[config.mk]
export PLATFORM = sky130hd
export DESIGN_NAME = fcic_host
export DESIGN_NICKNAME = d
export VERILOG_FILES = /design/src/inc/fcic_pkg.sv /design/src/logic/fcic_cycle.sv /design/src/logic/fcic_host.sv
export SDC_FILE = /design/constraint.sdc
export NUM_CORES = 1
export LEC_CHECK = 0
export CAP_MARGIN = 10
export CORE_AREA = 3 3 113 115
export CTS_CLUSTER_SIZE = 20
export DETAILED_ROUTE_END_ITERATION = 8
export DIE_AREA = 0 0 116 118
export DONT_BUFFER_PORTS = 1
export PLACE_DENSITY = 0.73
export SKIP_CTS_REPAIR_TIMING = 1
export SYNTH_ARGS = -nofsm -noshare
export SYNTH_HDL_FRONTEND = slang
export SYNTH_HIERARCHICAL = 1
export SYNTH_SLANG_ARGS = --single-unit
[constraint.sdc]
create_clock -name clk_sys -period 3.1 [get_ports clk_sys]
set_input_delay 0.31 -clock clk_sys [delete_from_list [all_inputs] [get_ports clk_sys]]
set_output_delay 0.31 -clock clk_sys [all_outputs]
set_load 0.05 [all_outputs]
[src/inc/fcic_pkg.sv]
// shared constants for the flash command interface host controller
// assumes a 100 MHz system clock and a byte-wide flash with 19 address bits
package fcic_pkg;
	// ==========================================================
	// widths
	localparam int FCIC_AW = 19; // address bits 18..0
	localparam int FCIC_DW = 8; // data lines 7..0
	// ==========================================================
	// timing, in ns, and derived counts at clk_sys
	localparam int FCIC_CLK_MHZ = 100; // clk_sys rate
	localparam int FCIC_T_SETUP_NS = 10; // address/data before strobe
	localparam int FCIC_T_READ_NS = 70; // output gate low to data valid
	localparam int FCIC_T_WRITE_NS = 35; // write strobe low width
	localparam int FCIC_SETUP_CYC =
		(FCIC_T_SETUP_NS * FCIC_CLK_MHZ + 999) / 1000;
	localparam int FCIC_READ_CYC =
		(FCIC_T_READ_NS * FCIC_CLK_MHZ + 999) / 1000;
	localparam int FCIC_WRITE_CYC =
		(FCIC_T_WRITE_NS * FCIC_CLK_MHZ + 999) / 1000;
	localparam int FCIC_POLL_MAX = 60000; // status reads before giving up
	// ==========================================================
	// command sequence addresses and data
	localparam logic [18:0] FCIC_UNLOCK1_ADDR = 19'h00555;
	localparam logic [18:0] FCIC_UNLOCK2_ADDR = 19'h002AA;
	localparam logic [7:0] FCIC_UNLOCK1_DATA = 8'hAA;
	localparam logic [7:0] FCIC_UNLOCK2_DATA = 8'h55;
	localparam logic [7:0] FCIC_CMD_IDENT = 8'h90;
	localparam logic [7:0] FCIC_CMD_PROGRAM = 8'hA0;
	localparam logic [7:0] FCIC_CMD_RESET = 8'hF0;
	// ==========================================================
	// identification read layout
	localparam logic [15:0] FCIC_PROT_LOW = 16'h0002; // bit1 high, bit0 low
	localparam int FCIC_SECT_MSB = 18; // sector field top bit
	localparam int FCIC_SECT_LSB = 16; // sector field bottom bit
	localparam int FCIC_A6_BIT = 6; // held low for pin identification
	// ==========================================================
	// status bits seen while polling
	localparam int FCIC_POLL_BIT = 7; // complement of data until done
	localparam int FCIC_LIMIT_BIT = 5; // exceeded_limit_flag
	// ==========================================================
	// user operations
	typedef enum logic [2:0] {
		FCIC_OP_READ,
		FCIC_OP_RESET,
		FCIC_OP_ID_ENTER,
		FCIC_OP_PROT,
		FCIC_OP_HV_ID,
		FCIC_OP_PROGRAM
	} fcic_op_t;
endpackage : fcic_pkg

[src/logic/fcic_cycle.sv]
// one flash bus cycle: a read or a write on the strobe pins
// assumes the flash pins are synchronous to clk_sys through pad flops
`timescale 1ns/10ps
module fcic_cycle
	import fcic_pkg::*;
(
	input wire logic clk_sys,
	input wire logic rst,
	input wire logic start, // one-cycle request
	input wire logic is_write, // write when high, read when low
	input wire logic hv_id, // raise pin identification voltage on a read cycle
	input wire logic [18:0] addr,
	input wire logic [7:0] wdata,
	input wire logic [7:0] data_lines_in,
	output logic done, // one-cycle pulse at cycle end
	output logic [7:0] rdata,
	output logic [18:0] flash_addr,
	output logic [7:0] data_lines_out,
	output logic data_lines_oe_n, // low while driving
	output logic ce_n,
	output logic oe_n,
	output logic we_n,
	output logic id_hv_en
);
	// ==========================================================
	// state and counters
	typedef enum logic [1:0] {C_IDLE, C_SETUP, C_STROBE, C_HOLD} fcic_cst_t;
	fcic_cst_t st_reg; // phase of the cycle
	logic [7:0] cnt_reg; // cycles left in a phase
	logic wr_reg; // current cycle is a write
	wire logic cnt_zero = (cnt_reg == 8'h00);
	wire logic [7:0] strobe_len = wr_reg ? 8'(FCIC_WRITE_CYC - 1)
		: 8'(FCIC_READ_CYC - 1);

	// ==========================================================
	// phase sequencer: address before strobe, data past its rise
	always_ff @(posedge clk_sys or posedge rst) begin
		if (rst) begin
			st_reg <= C_IDLE;
			cnt_reg <= 8'h00;
			wr_reg <= 1'b0;
			done <= 1'b0;
			rdata <= 8'h00;
			flash_addr <= 19'h00000;
			data_lines_out <= 8'h00;
			data_lines_oe_n <= 1'b1;
			ce_n <= 1'b1;
			oe_n <= 1'b1;
			we_n <= 1'b1;
			id_hv_en <= 1'b0;
		end else begin
			done <= 1'b0;
			case (st_reg)
				C_IDLE: begin
					if (start) begin
						// address, data and select lead the strobe
						wr_reg <= is_write;
						flash_addr <= addr;
						data_lines_out <= wdata;
						data_lines_oe_n <= ~is_write;
						id_hv_en <= hv_id & ~is_write;
						ce_n <= 1'b0;
						cnt_reg <= 8'(FCIC_SETUP_CYC - 1);
						st_reg <= C_SETUP;
					end
				end
				C_SETUP: begin
					if (cnt_zero) begin
						// write keeps gate high, read keeps strobe high
						we_n <= ~wr_reg;
						oe_n <= wr_reg;
						cnt_reg <= strobe_len;
						st_reg <= C_STROBE;
					end else begin
						cnt_reg <= cnt_reg - 8'h01;
					end
				end
				C_STROBE: begin
					if (cnt_zero) begin
						// data still driven as the strobe rises
						if (!wr_reg) begin
							rdata <= data_lines_in;
						end
						we_n <= 1'b1;
						oe_n <= 1'b1;
						st_reg <= C_HOLD;
					end else begin
						cnt_reg <= cnt_reg - 8'h01;
					end
				end
				C_HOLD: begin
					// release select and data after the strobe
					ce_n <= 1'b1;
					data_lines_oe_n <= 1'b1;
					id_hv_en <= 1'b0;
					done <= 1'b1;
					st_reg <= C_IDLE;
				end
				default: begin
					st_reg <= C_IDLE;
				end
			endcase
		end
	end
endmodule : fcic_cycle

[src/logic/fcic_host.sv]
// host controller that drives a byte-wide flash through its pins
// assumes one request at a time on the user port, flash pins on clk_sys
//
// How it works
// - protect query: sector, bit1 high, bit0 low
// - pin identification: high voltage, A6 low
// - write needs select, strobe low, gate high
// - exceeded limit: host writes reset command
// - only reset leaves identification mode
// - read: select and gate low, strobe high
// - two unlocks then identification command
`timescale 1ns/10ps
module fcic_host
	import fcic_pkg::*;
#(
	parameter int POLL_MAX = FCIC_POLL_MAX // status reads before abort
)(
	input wire logic clk_sys,
	input wire logic rst,
	input wire logic req, // one-cycle request, taken when not busy
	input wire logic [2:0] op, // fcic_op_t code
	input wire logic [18:0] addr,
	input wire logic [7:0] wdata,
	output logic busy,
	output logic ack, // one-cycle pulse at completion
	output logic fail, // program ended on exceeded limit or timeout
	output logic [7:0] rdata,
	output logic [2:0] sector_address, // sector of the last request
	output logic prot_flag, // low bit of the last protect query
	output logic [18:0] flash_addr,
	input wire logic [7:0] data_lines_in,
	output logic [7:0] data_lines_out,
	output logic data_lines_oe_n,
	output logic ce_n,
	output logic oe_n,
	output logic we_n,
	output logic id_hv_en // identification_high_voltage on bit nine
);
	// ==========================================================
	// control state
	typedef enum logic [1:0] {M_IDLE, M_ISSUE, M_WAIT} fcic_mst_t;
	fcic_mst_t st_reg; // controller phase
	fcic_op_t op_reg; // operation in progress
	logic [2:0] step_reg; // bus cycle index in the sequence
	logic [18:0] addr_reg; // user address
	logic [7:0] wdata_reg; // user data
	logic limit_seen_reg; // exceeded_limit_flag seen once
	logic [15:0] poll_reg; // status reads done
	logic cyc_start_reg; // launches one bus cycle
	logic cyc_done; // bus cycle finished
	logic [7:0] cyc_rdata; // byte of that cycle

	// ==========================================================
	// per-step cycle decode
	logic step_wr; // this step writes
	logic step_hv; // this step uses the pin method
	logic [18:0] step_addr;
	logic [7:0] step_data;
	logic [2:0] step_last; // index of final fixed step
	wire logic [2:0] sect = addr_reg[FCIC_SECT_MSB:FCIC_SECT_LSB];
	wire logic [18:0] hv_addr = {addr_reg[18:FCIC_A6_BIT + 1], 1'b0,
		addr_reg[FCIC_A6_BIT - 1:0]};

	// sequence table of addresses and data for each operation
	always_comb begin
		step_wr = 1'b0;
		step_hv = 1'b0;
		step_addr = addr_reg;
		step_data = wdata_reg;
		step_last = 3'h0;
		case (op_reg)
			FCIC_OP_READ: begin
				// plain array read, no command needed
				step_addr = addr_reg;
			end
			FCIC_OP_RESET: begin
				// any address will do
				step_wr = 1'b1;
				step_data = FCIC_CMD_RESET;
			end
			FCIC_OP_ID_ENTER: begin
				// two unlocks then the identification command
				step_wr = 1'b1;
				step_last = 3'h2;
				step_addr = (step_reg == 3'h1) ? FCIC_UNLOCK2_ADDR
					: FCIC_UNLOCK1_ADDR;
				step_data = (step_reg == 3'h0) ? FCIC_UNLOCK1_DATA
					: (step_reg == 3'h1) ? FCIC_UNLOCK2_DATA
					: FCIC_CMD_IDENT;
			end
			FCIC_OP_PROT: begin
				// sector on top bits, bit1 high, bit0 low
				step_addr = {sect, FCIC_PROT_LOW};
			end
			FCIC_OP_HV_ID: begin
				// caller picks the code with address bits 1 and 0
				step_hv = 1'b1;
				step_addr = hv_addr;
			end
			FCIC_OP_PROGRAM: begin
				// four writes in order, then status reads
				step_last = 3'h4;
				step_wr = (step_reg != 3'h4);
				case (step_reg)
					3'h0: begin
						step_addr = FCIC_UNLOCK1_ADDR;
						step_data = FCIC_UNLOCK1_DATA;
					end
					3'h1: begin
						step_addr = FCIC_UNLOCK2_ADDR;
						step_data = FCIC_UNLOCK2_DATA;
					end
					3'h2: begin
						step_addr = FCIC_UNLOCK1_ADDR;
						step_data = FCIC_CMD_PROGRAM;
					end
					3'h5: begin
						// recovery write after an exceeded limit
						step_wr = 1'b1;
						step_data = FCIC_CMD_RESET;
					end
					default: begin
						step_addr = addr_reg;
						step_data = wdata_reg;
					end
				endcase
			end
			default: begin
				step_addr = addr_reg;
			end
		endcase
	end

	// ==========================================================
	// polling decisions after a status read
	wire logic poll_step = (op_reg == FCIC_OP_PROGRAM)
		&& (step_reg == 3'h4);
	wire logic reset_step = (op_reg == FCIC_OP_PROGRAM)
		&& (step_reg == 3'h5);
	wire logic poll_ok = (cyc_rdata[FCIC_POLL_BIT]
		== wdata_reg[FCIC_POLL_BIT]);
	wire logic poll_limit = cyc_rdata[FCIC_LIMIT_BIT];
	wire logic poll_timeout = (poll_reg == 16'(POLL_MAX - 1));
	// a second read confirms the limit before giving up
	wire logic poll_abort = ~poll_ok & ((poll_limit & limit_seen_reg)
		| poll_timeout);
	wire logic seq_end = reset_step | (~poll_step & (step_reg == step_last))
		| (poll_step & poll_ok);

	// ==========================================================
	// controller sequencer
	always_ff @(posedge clk_sys or posedge rst) begin
		if (rst) begin
			st_reg <= M_IDLE;
			op_reg <= FCIC_OP_READ;
			step_reg <= 3'h0;
			addr_reg <= 19'h00000;
			wdata_reg <= 8'h00;
			limit_seen_reg <= 1'b0;
			poll_reg <= 16'h0000;
			cyc_start_reg <= 1'b0;
			busy <= 1'b0;
			ack <= 1'b0;
			fail <= 1'b0;
			rdata <= 8'h00;
			sector_address <= 3'h0;
			prot_flag <= 1'b0;
		end else begin
			ack <= 1'b0;
			cyc_start_reg <= 1'b0;
			case (st_reg)
				M_IDLE: begin
					if (req) begin
						// take the request and start at step zero
						op_reg <= fcic_op_t'(op);
						addr_reg <= addr;
						wdata_reg <= wdata;
						sector_address <= addr[FCIC_SECT_MSB:FCIC_SECT_LSB];
						step_reg <= 3'h0;
						limit_seen_reg <= 1'b0;
						poll_reg <= 16'h0000;
						fail <= 1'b0;
						busy <= 1'b1;
						st_reg <= M_ISSUE;
					end
				end
				M_ISSUE: begin
					cyc_start_reg <= 1'b1;
					st_reg <= M_WAIT;
				end
				M_WAIT: begin
					if (cyc_done) begin
						rdata <= cyc_rdata;
						if (op_reg == FCIC_OP_PROT) begin
							prot_flag <= cyc_rdata[0];
						end
						if (seq_end) begin
							// last cycle of the sequence: drop busy and pulse ack
							busy <= 1'b0;
							ack <= 1'b1;
							st_reg <= M_IDLE;
						end else if (poll_step & poll_abort) begin
							// reset command written while still busy; busy drops and ack pulses after it
							fail <= 1'b1;
							step_reg <= 3'h5;
							st_reg <= M_ISSUE;
						end else if (poll_step) begin
							// read status again
							limit_seen_reg <= limit_seen_reg | poll_limit;
							poll_reg <= poll_reg + 16'h0001;
							st_reg <= M_ISSUE;
						end else begin
							step_reg <= step_reg + 3'h1;
							st_reg <= M_ISSUE;
						end
					end
				end
				default: begin
					st_reg <= M_IDLE;
				end
			endcase
		end
	end

	// ==========================================================
	// pin cycle engine
	fcic_cycle u_cycle (
		.clk_sys(clk_sys),
		.rst(rst),
		.start(cyc_start_reg),
		.is_write(step_wr),
		.hv_id(step_hv),
		.addr(step_addr),
		.wdata(step_data),
		.data_lines_in(data_lines_in),
		.done(cyc_done),
		.rdata(cyc_rdata),
		.flash_addr(flash_addr),
		.data_lines_out(data_lines_out),
		.data_lines_oe_n(data_lines_oe_n),
		.ce_n(ce_n),
		.oe_n(oe_n),
		.we_n(we_n),
		.id_hv_en(id_hv_en)
	);
endmodule : fcic_host

==> results of run 1 <==
## synth_stat cells (all sizes together), types with 2 or more instances
master,n
nand2,126
dfrtp,113
mux2,46
nor2,39
a21oi,33
o21ai,30
inv,20
and2,15
clkbuf,15
nand2b,13
nand3,13
o31ai,12
buf,11
ha,11
nor3,9
a21o,8
nand4,8
or4,8
nor2b,6
o211ai,6
and3,5
mux2i,5
nor4,5
or2,5
or3,5
a31oi,4
dfstp,4
o22ai,3
a21boi,2
a31o,2
nand4b,2
o21a,2
o21bai,2
o22a,2
o32ai,2
or3b,2
## kinds of logic after synthesis
family / synth area share
and+or+nand+nor: 0.223
buffers and inverters: 0.0327
AOI/OAI and AO/OA: 0.129
xor gates and xnor gates: 0.00148
adders and majority gates: 0.0232
DFF: 0.495
muxes: 0.0958
## final cells by class
type / instances / area [um2] / share of cell area
clock inverters: 9 / 104 / 0.0156
clock buffers: 22 / 464 / 0.0699
flip-flops and latches: 117 / 2930 / 0.441
multi-input cells: 450 / 2810 / 0.422
well taps: 147 / 184 / 0.0277
inverters: 20 / 75.1 / 0.0113
repair buffers: 8 / 80.1 / 0.0121
## critical path, delay by kind of cell (launching register included)
family / cells / cell delay [ns]
AO/OA/AOI/OAI: 2 / 0.88
multiplexers: 1 / 0.19
AND/OR/NAND/NOR: 3 / 0.77
buffers and inverters: 1 / 0.23
flip-flops: 1 / 0.64
## per-layer routing
metal	vias up	wire length [um]	track usage
li1	2154	-	-
met1	2268	5940	0.268
met2	90	7290	0.362
met3	16	633	0.0596
met4	0	171	0.0631
met5	-	0	0
## through the flow
step / area [um2] / utilization / power, mW / hold slack (ns) / setup slack [ns]
final: 6650 / 0.558 / 8.08 / -0.00236 / 0.317
after global routing: 6650 / 0.558 / 8.59 / 0.0000329 / 0.0715
after floorplan: 5930 / - / 5.57 / 0.415 / 0.903
after CTS: 6620 / 0.555 / 8.11 / -0.0670 / 0.348
after detailed placement: 6050 / 0.508 / 6.20 / 0.366 / 0.379
after global placement: 6050 / 0.508 / 6.08 / 0.357 / 0.474
## cells in the final DEF, fill, tap and decap left out, types with 4 or more instances in the layout
cell type / synthesis / layout
mux2i_1: 5 / 5
nand4_1: 8 / 8
ha_1: 11 / 11
a21o_1: 8 / 8
or2_2: 5 / 5
a31oi_1: 4 / 4
nand2b_1: 13 / 13
o21ai_0: 30 / 30
or4_1: 7 / 7
mux2_2: 46 / 46
nor3_1: 8 / 8
a21oi_1: 33 / 33
dfrtp_1: 113 / 113
and3_1: 4 / 4
clkbuf_16: 0 / 17
nand3_1: 13 / 13
inv_1: 19 / 17
nor2b_1: 6 / 6
nor2_1: 38 / 37
or3_1: 5 / 5
o31ai_1: 12 / 12
clkinv_2: 0 / 4
buf_4: 4 / 4
and2_1: 15 / 15
dfstp_2: 4 / 4
nand2_1: 126 / 126
## path summary, 6_finish.rpt
path                              start                     end  slack [ns]  cells after the start
max reg2reg                   op_reg[1]            poll_reg[12]        0.32                      7
min in group asynchronous           rst      u_cycle/cnt_reg[5]        0.52                      2
min                             addr[6]             addr_reg[6]      -0.002                      2
min reg2reg                addr_reg[11]            addr_reg[11]        0.46                      2
max in group asynchronous           rst  u_cycle/flash_addr[12]        1.79                      3
max                           op_reg[1]            poll_reg[12]        0.32                      7
## where the power goes
group	internal, mW	switching (mW)	total [mW]	leakage, nW
Combinational	1.07	1.44	2.52	1.29
Sequential	2.13	1.55	3.67	1.49
Clock	1.21	0.679	1.89	0.276
==> summary.md, run 1 <==
| Metric | Value |
|---|---|
| Status | finished with violations |
| Failing checks | negative hold slack |
| Post-layout minimum cycle time | approximately 2.8 ns |
| Clk pin slew, worst setup/hold paths | 0.06 ns |
| Ratio of cells with drive above 1 in the final layout | 0.169 |
| Clk sink count | ~120 |
| HP Class | input pin to flip-flop |
| Starting DRC count in detailed routing | ~290 |
| Hold slack | -0.00236 ns |
| TritonCTS clock tree | built |
| Unique cell type count in the Yosys netlist | 66 |
| Die W | 116 um |
| Cell total after placement | around 740 |
| DRT antenna net count | 0 |
| Post-synthesis register bit count | 117 |
| Post-Syn Nets | 665 |
| Synth warn | 6 |
| Cell Area, Synth | between 5000 and 6000 um2 |
| Worst-path cell chain | or3b_1 -> o22ai_1 -> nor2_2 -> o211ai_2 -> inv_2 -> nand4_1 -> mux2i_1 |
| Seq/Total Area, Yosys | 0.495 |
| Async set-or-reset flop fraction in the synthesized netlist | 1.00 |
| Number of antenna violations at the first check in global routing | 0 |
| First-pass GRT wire length | ~23,000 um |
| Final hold vios | 1 |
| Setup TNS | 0 ns |
| CP max-delay cell | dfrtp_1 |
| Nets@finish | ~670 |
| Cell Pwr Density | around 1200 nW/um2 |
| CP arrival | 3.12 ns |
| GRT overflow | 0 |
| Routed len/inst | 18.2 um |
| Insertion delay to the later sink of the worst-skew pair | 0.42 ns |
| H-tree depth | 4 |
| Vias | roughly 4,500 |
| Top-level port count | 88 |
| Endpoints failing setup | 0 |
| VDD IR max | roughly 400 uV |
| GR Util All Layers | 0.215 |
| Leading area contributor after synthesis | dfrtp_1 |
| Leak | 3.05 nW |
| Rows | 40 |
| Placeable Area | around 12,000 um2 |
| GPL Wtd Cong | about 0.92 |
| CP required | 3.44 ns |
| TritonRoute pass-1 iters | 5 |
| Worst Tran Pin Value | 0.796 ns |
| CTS Buf Count | 17 |
| Root Driver | clkbuf_16 |
| Slew HR | 0.469 |
| Syn Area/Cell | 9.67 um2 |
| Max Slew Vio Count | 0 |
| Crit Path Category | flip-flop to flip-flop |
| Max cap viols | 0 |
| Cell count after synthesis | a little over 600 |
| Clock Path Buffers | 2 |
| P&R area growth vs syn | 12.1% |
| Fin crit share | 0.898 |
| Fmax | 0.359 GHz |
| Final WL | roughly 14,000 um |
| Layout fillers | 1,028 |
| EDFF count, synth | 0 |
| Synth top area cells | dfrtp_1, mux2_2, nand2_1 |
| Die footprint | roughly 14,000 um2 |
| Vias in the first global route | between 4,000 and 5,000 |
| Largest register FFs | 19 |
| CP max FO | 18 |
| DP HPWL | 9850 um |
| DR DRC count | 0 |
| Initial Util | 0.498 |
| Area fraction of the dominant cell type after synthesis | 0.477 |
| Largest net degree at the start of global routing | 39 |
| Diodes inserted | 0 |
| Ys flop type | dfrtp_1 |
| Clock skew | 0.00940 ns |
| PortBufs | 0 |
| Finished Layout Cells | a little under 800 |
| Crit. End Element | flip-flop |
| Vias/cell | between 5 and 6 |
| Startpoint Class | flip-flop |
| CP max stage delay | between 0.6 and 0.7 ns |
| Die H | 118 um |
| Unrepaired setup endpoints after global routing | no |
Note: power is estimated with default switching activity, not from simulation.
==> inputs of run 2 (changes only) <==
--- a/config.mk
+++ b/config.mk
@@ -6,14 +6,13 @@
 export NUM_CORES = 1
 export LEC_CHECK = 0
 export CAP_MARGIN = 10
-export CORE_AREA = 3 3 113 115
+export CORE_AREA = 3 3 110 112
 export CTS_CLUSTER_SIZE = 20
 export DETAILED_ROUTE_END_ITERATION = 8
-export DIE_AREA = 0 0 116 118
+export DIE_AREA = 0 0 113 115
 export DONT_BUFFER_PORTS = 1
 export PLACE_DENSITY = 0.73
 export SKIP_CTS_REPAIR_TIMING = 1
 export SYNTH_ARGS = -nofsm -noshare
 export SYNTH_HDL_FRONTEND = slang
-export SYNTH_HIERARCHICAL = 1
 export SYNTH_SLANG_ARGS = --single-unit
==> summary.md, run 2 <==
| Metric | Value |
|---|---|
| Status | finished with violations |
| Failing checks | negative hold slack |
| Post-synthesis register bit count | 117 (unchanged) |
| Final hold vios | 48 (+47) |
| CP arrival | 3.24 ns (+0.12 ns) |
| Startpoint Class | flip-flop |
| Most instantiated cells after synthesis | nand2_1, dfrtp_1, nor2_1 |
| Worst Tran Pin Value | 1.01 ns (+0.212 ns) |
| GPL Wtd Cong | 0.932 (+1.4%) |
| Leading area contributor after synthesis | dfrtp_1 |
| VDD IR max | 720 uV (+83%) |
| Vias in the first global route | 4,269 (-7.2%) |
| Fmax | 0.344 GHz (-4.2%) |
| R2R setup slack | 0.20 ns (-0.12 ns) |
| Root Driver | clkbuf_16 |
| Max Slew Vio Count | 0 (unchanged) |
| Cell count after synthesis | 595 (-2.9%) |
| Clock skew | 0.00649 ns (-0.00291 ns) |
| Routed len/inst | 17.4 um (-4.4%) |
| Crit Path Category | flip-flop to flip-flop |
| Final WL | 13,100 um (-7.0%) |
| Clk sink count | 117 (unchanged) |
| CP required | 3.44 ns (about the same) |
| Hold slack | -0.0386 ns (-0.0363 ns) |
| Ys flop type | dfrtp_1 |
| Largest net degree at the start of global routing | 70 (+79%) |
| Commonest non-fill, non-tap cell in the layout | nand2_1 |
| Unique cell type count in the Yosys netlist | 58 (-12%) |
| Async set-or-reset flop fraction in the synthesized netlist | 1.00 (unchanged) |
| Synth top area cells | dfrtp_1, nand2_1, a21oi_1 |
| Most frequent cells in the layout | nand2_1, dfrtp_1, nor2_1 |
| PortBufs | 0 (unchanged) |
| Clk pin slew, worst setup/hold paths | 0.06 ns (about the same) |
| P&R area growth vs syn | 14.5% |
| Unrepaired setup endpoints after global routing | no |
| Area fraction of the dominant cell type after synthesis | 0.505 (+0.0286) |
| CP max FO | 22 (+4) |
| Fin crit share | 0.937 (+0.0390) |
| Largest register FFs | 19 (unchanged) |
| GR Util All Layers | 0.209 (-0.00572) |
| DR DRC count | 0 (unchanged) |
| Slew HR | 0.328 (-0.141) |
| Die footprint | 13,000 um2 (-5.1%) |
| Syn Area/Cell | 9.40 um2 (-2.8%) |
| Synth warn | 0 (-6) |
| Initial Util | 0.494 (-0.00365) |
| Die W | 113 um (-2.6%) |
| TritonRoute pass-1 iters | 5 (unchanged) |
| Vias/cell | 5.77 (-1.6%) |
| Starting DRC count in detailed routing | 306 (+7.4%) |
| Top-level port count | 88 (unchanged) |
| Number of antenna violations at the first check in global routing | 0 (unchanged) |
| TritonCTS clock tree | built |
| Post-layout minimum cycle time | 2.90 ns (+0.121 ns) |
| Vias | 4,336 (-4.2%) |
| Crit. End Element | flip-flop |
| Setup TNS | 0 ns (unchanged) |
| Clock Path Buffers | 2 (unchanged) |
| Post-Syn Nets | 647 (-2.7%) |
| H-tree depth | 4 (unchanged) |
| Nets@finish | 648 (-2.7%) |
| Final WS setup | 0.196 ns (-0.121 ns) |
| Pre-CTS setup slack | 0.249 ns (-0.130 ns) |
| Insertion delay to the later sink of the worst-skew pair | 0.42 ns (about the same) |
| Endpoints failing setup | 0 (unchanged) |
| Placeable Area | 11,300 um2 (-5.0%) |
| Ratio of cells with drive above 1 in the final layout | 0.108 (-0.0610) |
| First-pass GRT wire length | 21,300 um (-8.3%) |
| Seq/Total Area, Yosys | 0.524 (+0.0296) |
| CTS Buf Count | 17 (unchanged) |
| Cell Area, Synth | 5590 um2 (-5.7%) |
| EDFF count, synth | 0 (unchanged) |
| HP Class | input pin to asynchronous set/reset pin |
| Diodes inserted | 0 (unchanged) |
| Rows | 39 (-2.5%) |
| Cell Pwr Density | 1280 nW/um2 (+5.1%) |
| DRT antenna net count | 0 (unchanged) |
| Leak | 2.90 nW (-5.1%) |
| Die H | 115 um (-2.5%) |
| GRT overflow | 0 (unchanged) |
| Count leader, synth | nand2_1 |
| DP HPWL | 9050 um (-8.1%) |
| Max cap viols | 0 (unchanged) |
## run 2: changes by cell type after synthesis, sizes merged, moves of 8 or more
cell   delta
a22o      +8
and2     -12
mux2     -29
nor2     +15
a21oi    +13
## run 2: cell type report
class / instances / area, um2
fillers: 1004 / 4910
flip-flops and latches: 117 / 2930
multi-input cells: 433 / 2460
clock buffers: 20 / 457
clock inverters: 12 / 225
well taps: 143 / 179
repair buffers: 11 / 92.6
inverters: 16 / 63.8
## run 2: power by group
part           internal, mW  switching, mW  total [mW]
Combinational         0.906           1.46        2.37
Clock                  1.55          0.705        2.25
Sequential             2.12           1.44        3.57
Total                  4.58           3.61        8.19
## run 2: metal layers
metal	share of wire	vias up	global-route usage
met5	0	-	0
met4	0.027	0	0.0946
met3	0.062	29	0.0695
met2	0.49	138	0.342
met1	0.42	2104	0.253
li1	-	2065	-
## run 2: logic make-up after synthesis
family | share of synthesized area
compound gates | 0.144
fa+ha+maj | 0.0246
flops | 0.524
simple gates | 0.219
mux | 0.0414
xor+xnor | 0.00939
buf+inv | 0.0369
## run 2: final timing paths
path                       cells after the start        start           end
min                                            2          rst  poll_reg[13]
max                                            7  step_reg[1]  poll_reg[11]
min in group clk_sys                           2     addr[12]  addr_reg[12]
max reg2reg                                    7  step_reg[1]  poll_reg[11]
min reg2reg                                    2  addr_reg[1]   addr_reg[1]
max in group asynchronous                      2          rst     op_reg[2]
## run 2: metrics by stage
| step | cells | total power, mW | utilization | area (um2) | hold WS [ns] |
|---|---|---|---|---|---|
| 2_1_floorplan | 595 | 5.36 | - | 5600 | 0.415 |
| 3_3_place_gp | 716 | 5.83 | 0.502 | 5680 | 0.409 |
| 3_5_place_dp | 716 | 5.93 | 0.502 | 5680 | 0.424 |
| 4_1_cts | 748 | 8.22 | 0.562 | 6370 | -0.0272 |
| 5_1_grt | 752 | 8.70 | 0.566 | 6410 | 0.000733 |
| 6_report | 752 | 8.19 | 0.566 | 6410 | -0.0386 |
## run 2: worst max-delay path: stages (launching register included)
cell     delay, ns
dfrtp_1       0.47
inv_1         0.16
ha_1          0.46
and3_2        0.33
a31oi_1       0.15
a211o_1       0.51
or4_1         0.58
a21oi_1       0.16
==> inputs of run 3 (changes only) <==
--- a/config.mk
+++ b/config.mk
@@ -6,12 +6,12 @@
 export NUM_CORES = 1
 export LEC_CHECK = 0
 export CAP_MARGIN = 10
-export CORE_AREA = 3 3 110 112
+export CORE_AREA = 3 3 99 101
 export CTS_CLUSTER_SIZE = 20
 export DETAILED_ROUTE_END_ITERATION = 8
-export DIE_AREA = 0 0 113 115
+export DIE_AREA = 0 0 102 104
 export DONT_BUFFER_PORTS = 1
-export PLACE_DENSITY = 0.73
+export PLACE_DENSITY = 0.86
 export SKIP_CTS_REPAIR_TIMING = 1
 export SYNTH_ARGS = -nofsm -noshare
 export SYNTH_HDL_FRONTEND = slang
==> summary.md, run 3 (same netlist as run 2, synthesis figures left out) <==
| Metric | Value |
|---|---|
| Worst path buffer plus inverter count | 2 (+1) |
| Placeable Area | 9110 um2 (-20%) |
| Crit path max-delay family | compound AO/OA/AOI/OAI gates |
| Pre-CTS setup slack | 0.334 ns (+0.0849 ns) |
| Top-level port count | 88 (unchanged) |
| Ratio of cells with drive above 1 in the final layout | 0.106 (-0.00189) |
| VDD IR max | 777 uV (+8.0%) |
| Number of antenna violations at the first check in global routing | 1 (+1) |
| Die H | 104 um (-9.6%) |
| Crit. End Element | flip-flop |
| CTS Buf Count | 17 (unchanged) |
| TritonCTS clock tree | built |
| Worst Tran Pin Value | 0.964 ns (-0.0439 ns) |
| Die footprint | 10,600 um2 (-18%) |
| Vias in the first global route | 4,409 (+3.3%) |
| Crit Path Category | flip-flop to flip-flop |
| Clk sink count | 117 (unchanged) |
| Unrepaired setup endpoints after global routing | no |
| Max Slew Vio Count | 0 (unchanged) |
| Hold slack | 0.318 ns (+0.356 ns) |
| GPL Wtd Cong | 0.914 (-2.0%) |
| Fin crit share | 0.902 (-0.0351) |
| Largest register FFs | 19 (unchanged) |
| HP Class | input pin to flip-flop |
| Leak | 3.04 nW (+4.9%) |
| Most frequent cells in the layout | nand2_1, dfrtp_1, nor2_1 |
| Worst-path cell chain | inv_1 -> ha_1 -> buf_4 -> o41ai_1 -> a211o_1 -> o21ai_0 -> a21oi_1 |
| Commonest non-fill, non-tap cell in the layout | nand2_1 |
| CP arrival | 3.24 ns (about the same) |
| GR Util All Layers | 0.256 (+0.0467) |
| Max cap viols | 0 (unchanged) |
| Clock Path Buffers | 2 (unchanged) |
| Diodes inserted | 0 (unchanged) |
| Nets@finish | 687 (+6.0%) |
| DP HPWL | 8760 um (-3.2%) |
| CP required | 3.55 ns (+0.11 ns) |
| Initial Util | 0.614 (+0.120) |
| Die W | 102 um (-9.7%) |
| Clock skew | 0.00837 ns (+0.00188 ns) |
| GRT overflow | 0 (unchanged) |
| DRT antenna net count | 0 (unchanged) |
| Vias | 4,652 (+7.3%) |
| Status | finished clean |
| Insertion delay to the later sink of the worst-skew pair | 0.52 ns (+0.10 ns) |
| Final WS setup | 0.304 ns (+0.109 ns) |
| Cell Pwr Density | 1210 nW/um2 (-5.0%) |
| First-pass GRT wire length | 21,500 um (+0.84%) |
| CP max stage delay | 0.69 ns (+0.11 ns) |
| H-tree depth | 4 (unchanged) |
| CP max FO | 22 (unchanged) |
| Final WL | 13,600 um (+4.0%) |
| Largest net degree at the start of global routing | 46 (-34%) |
| CP max-delay cell | o41ai_1 |
| Routed len/inst | 17.9 um (+3.0%) |
| DR DRC count | 0 (unchanged) |
| PortBufs | 0 (unchanged) |
| Endpoints failing setup | 0 (unchanged) |
| P&R area growth vs syn | 19.7% |
| Final hold vios | 0 (-100%) |
| Vias/cell | 6.13 (+6.3%) |
| Rows | 35 (-10%) |
| Starting DRC count in detailed routing | 364 (+19%) |
| TritonRoute pass-1 iters | 8 (+3) |
| Clk pin slew, worst setup/hold paths | 0.06 ns (about the same) |
| Post-layout minimum cycle time | 2.80 ns (-0.109 ns) |
| Fmax | 0.358 GHz (+3.9%) |
| Root Driver | clkbuf_8 |
| Startpoint Class | flip-flop |
| Slew HR | 0.357 (+0.0293) |
| Setup TNS | 0 ns (unchanged) |
run 3: cell count changes in the layout (fill, tap and decap cells not counted):
cell           before  now
buf_12              0    1
clkbuf_16          17   16
dlygate4sd3_1       4   39
buf_4               7   10
clkbuf_8            2    1
and2_2              1    0
bufinv_16           6    4
inv_6               0    4
and2_1              1    2
run 3: layer usage:
layer / global-route usage / up-vias / routed length (um)
li1: - / 2160 / -
met3: 0.0905 / 42 / 971
met4: 0.100 / 2 / 400
met5: 0 / - / 13
met2: 0.408 / 189 / 6750
met1: 0.316 / 2259 / 5430
run 3: path summary, 6_finish.rpt:
| check | startpoint | end | slack, ns | depth (start not counted) |
|---|---|---|---|---|
| setup / recovery | step_reg[0] | poll_reg[5] | 0.30 | 7 |
| max in group asynchronous | rst | u_cycle.data_lines_out[5] | 1.77 | 3 |
| min in group asynchronous | rst | poll_reg[10] | 0.40 | 2 |
| hold reg to reg | addr_reg[10] | addr_reg[10] | 0.49 | 2 |
| setup reg to reg | step_reg[0] | poll_reg[5] | 0.30 | 7 |
| hold / removal | req | limit_seen_reg | 0.32 | 3 |
run 3: area by class of cell:
| cell class | count | area (um2) |
|---|---|---|
| Inverter | 16 | 63.8 |
| Timing Repair Buffer | 50 | 485 |
| Clock buffer | 18 | 418 |
| Fill cell | 613 | 2410 |
| Sequential cell | 117 | 2930 |
| Clock inverter | 14 | 200 |
| Tap cell | 111 | 139 |
| Multi-Input combinational cell | 433 | 2450 |
run 3: power by group:
| part | leakage (nW) | internal (mW) | total, mW | switching (mW) |
|---|---|---|---|---|
| sequential | 1.47 | 2.12 | 3.58 | 1.45 |
| combinational | 1.27 | 0.963 | 2.50 | 1.54 |
| clock | 0.293 | 1.32 | 2.05 | 0.735 |
| total | 3.04 | 4.40 | 8.13 | 3.73 |
run 3: per-stage QoR:
stage / std cells / power (mW) / area [um2] / utilization
finish: 759 / 8.13 / 6690 / 0.735
global route: 759 / 8.63 / 6690 / 0.735
CTS: 720 / 8.07 / 6300 / 0.692
detailed placement: 688 / 5.94 / 5690 / 0.624
global placement: 688 / 5.79 / 5690 / 0.624
floorplan: 595 / 5.36 / 5600 / -
run 3: worst register-to-register path: cells and delay by family, from the launching register on:
family / cells / cell delay [ns]
adders and majority gates: 1 / 0.26
buffers and inverters: 2 / 0.33
AOI/OAI and AO/OA: 4 / 1.63
DFF: 1 / 0.51
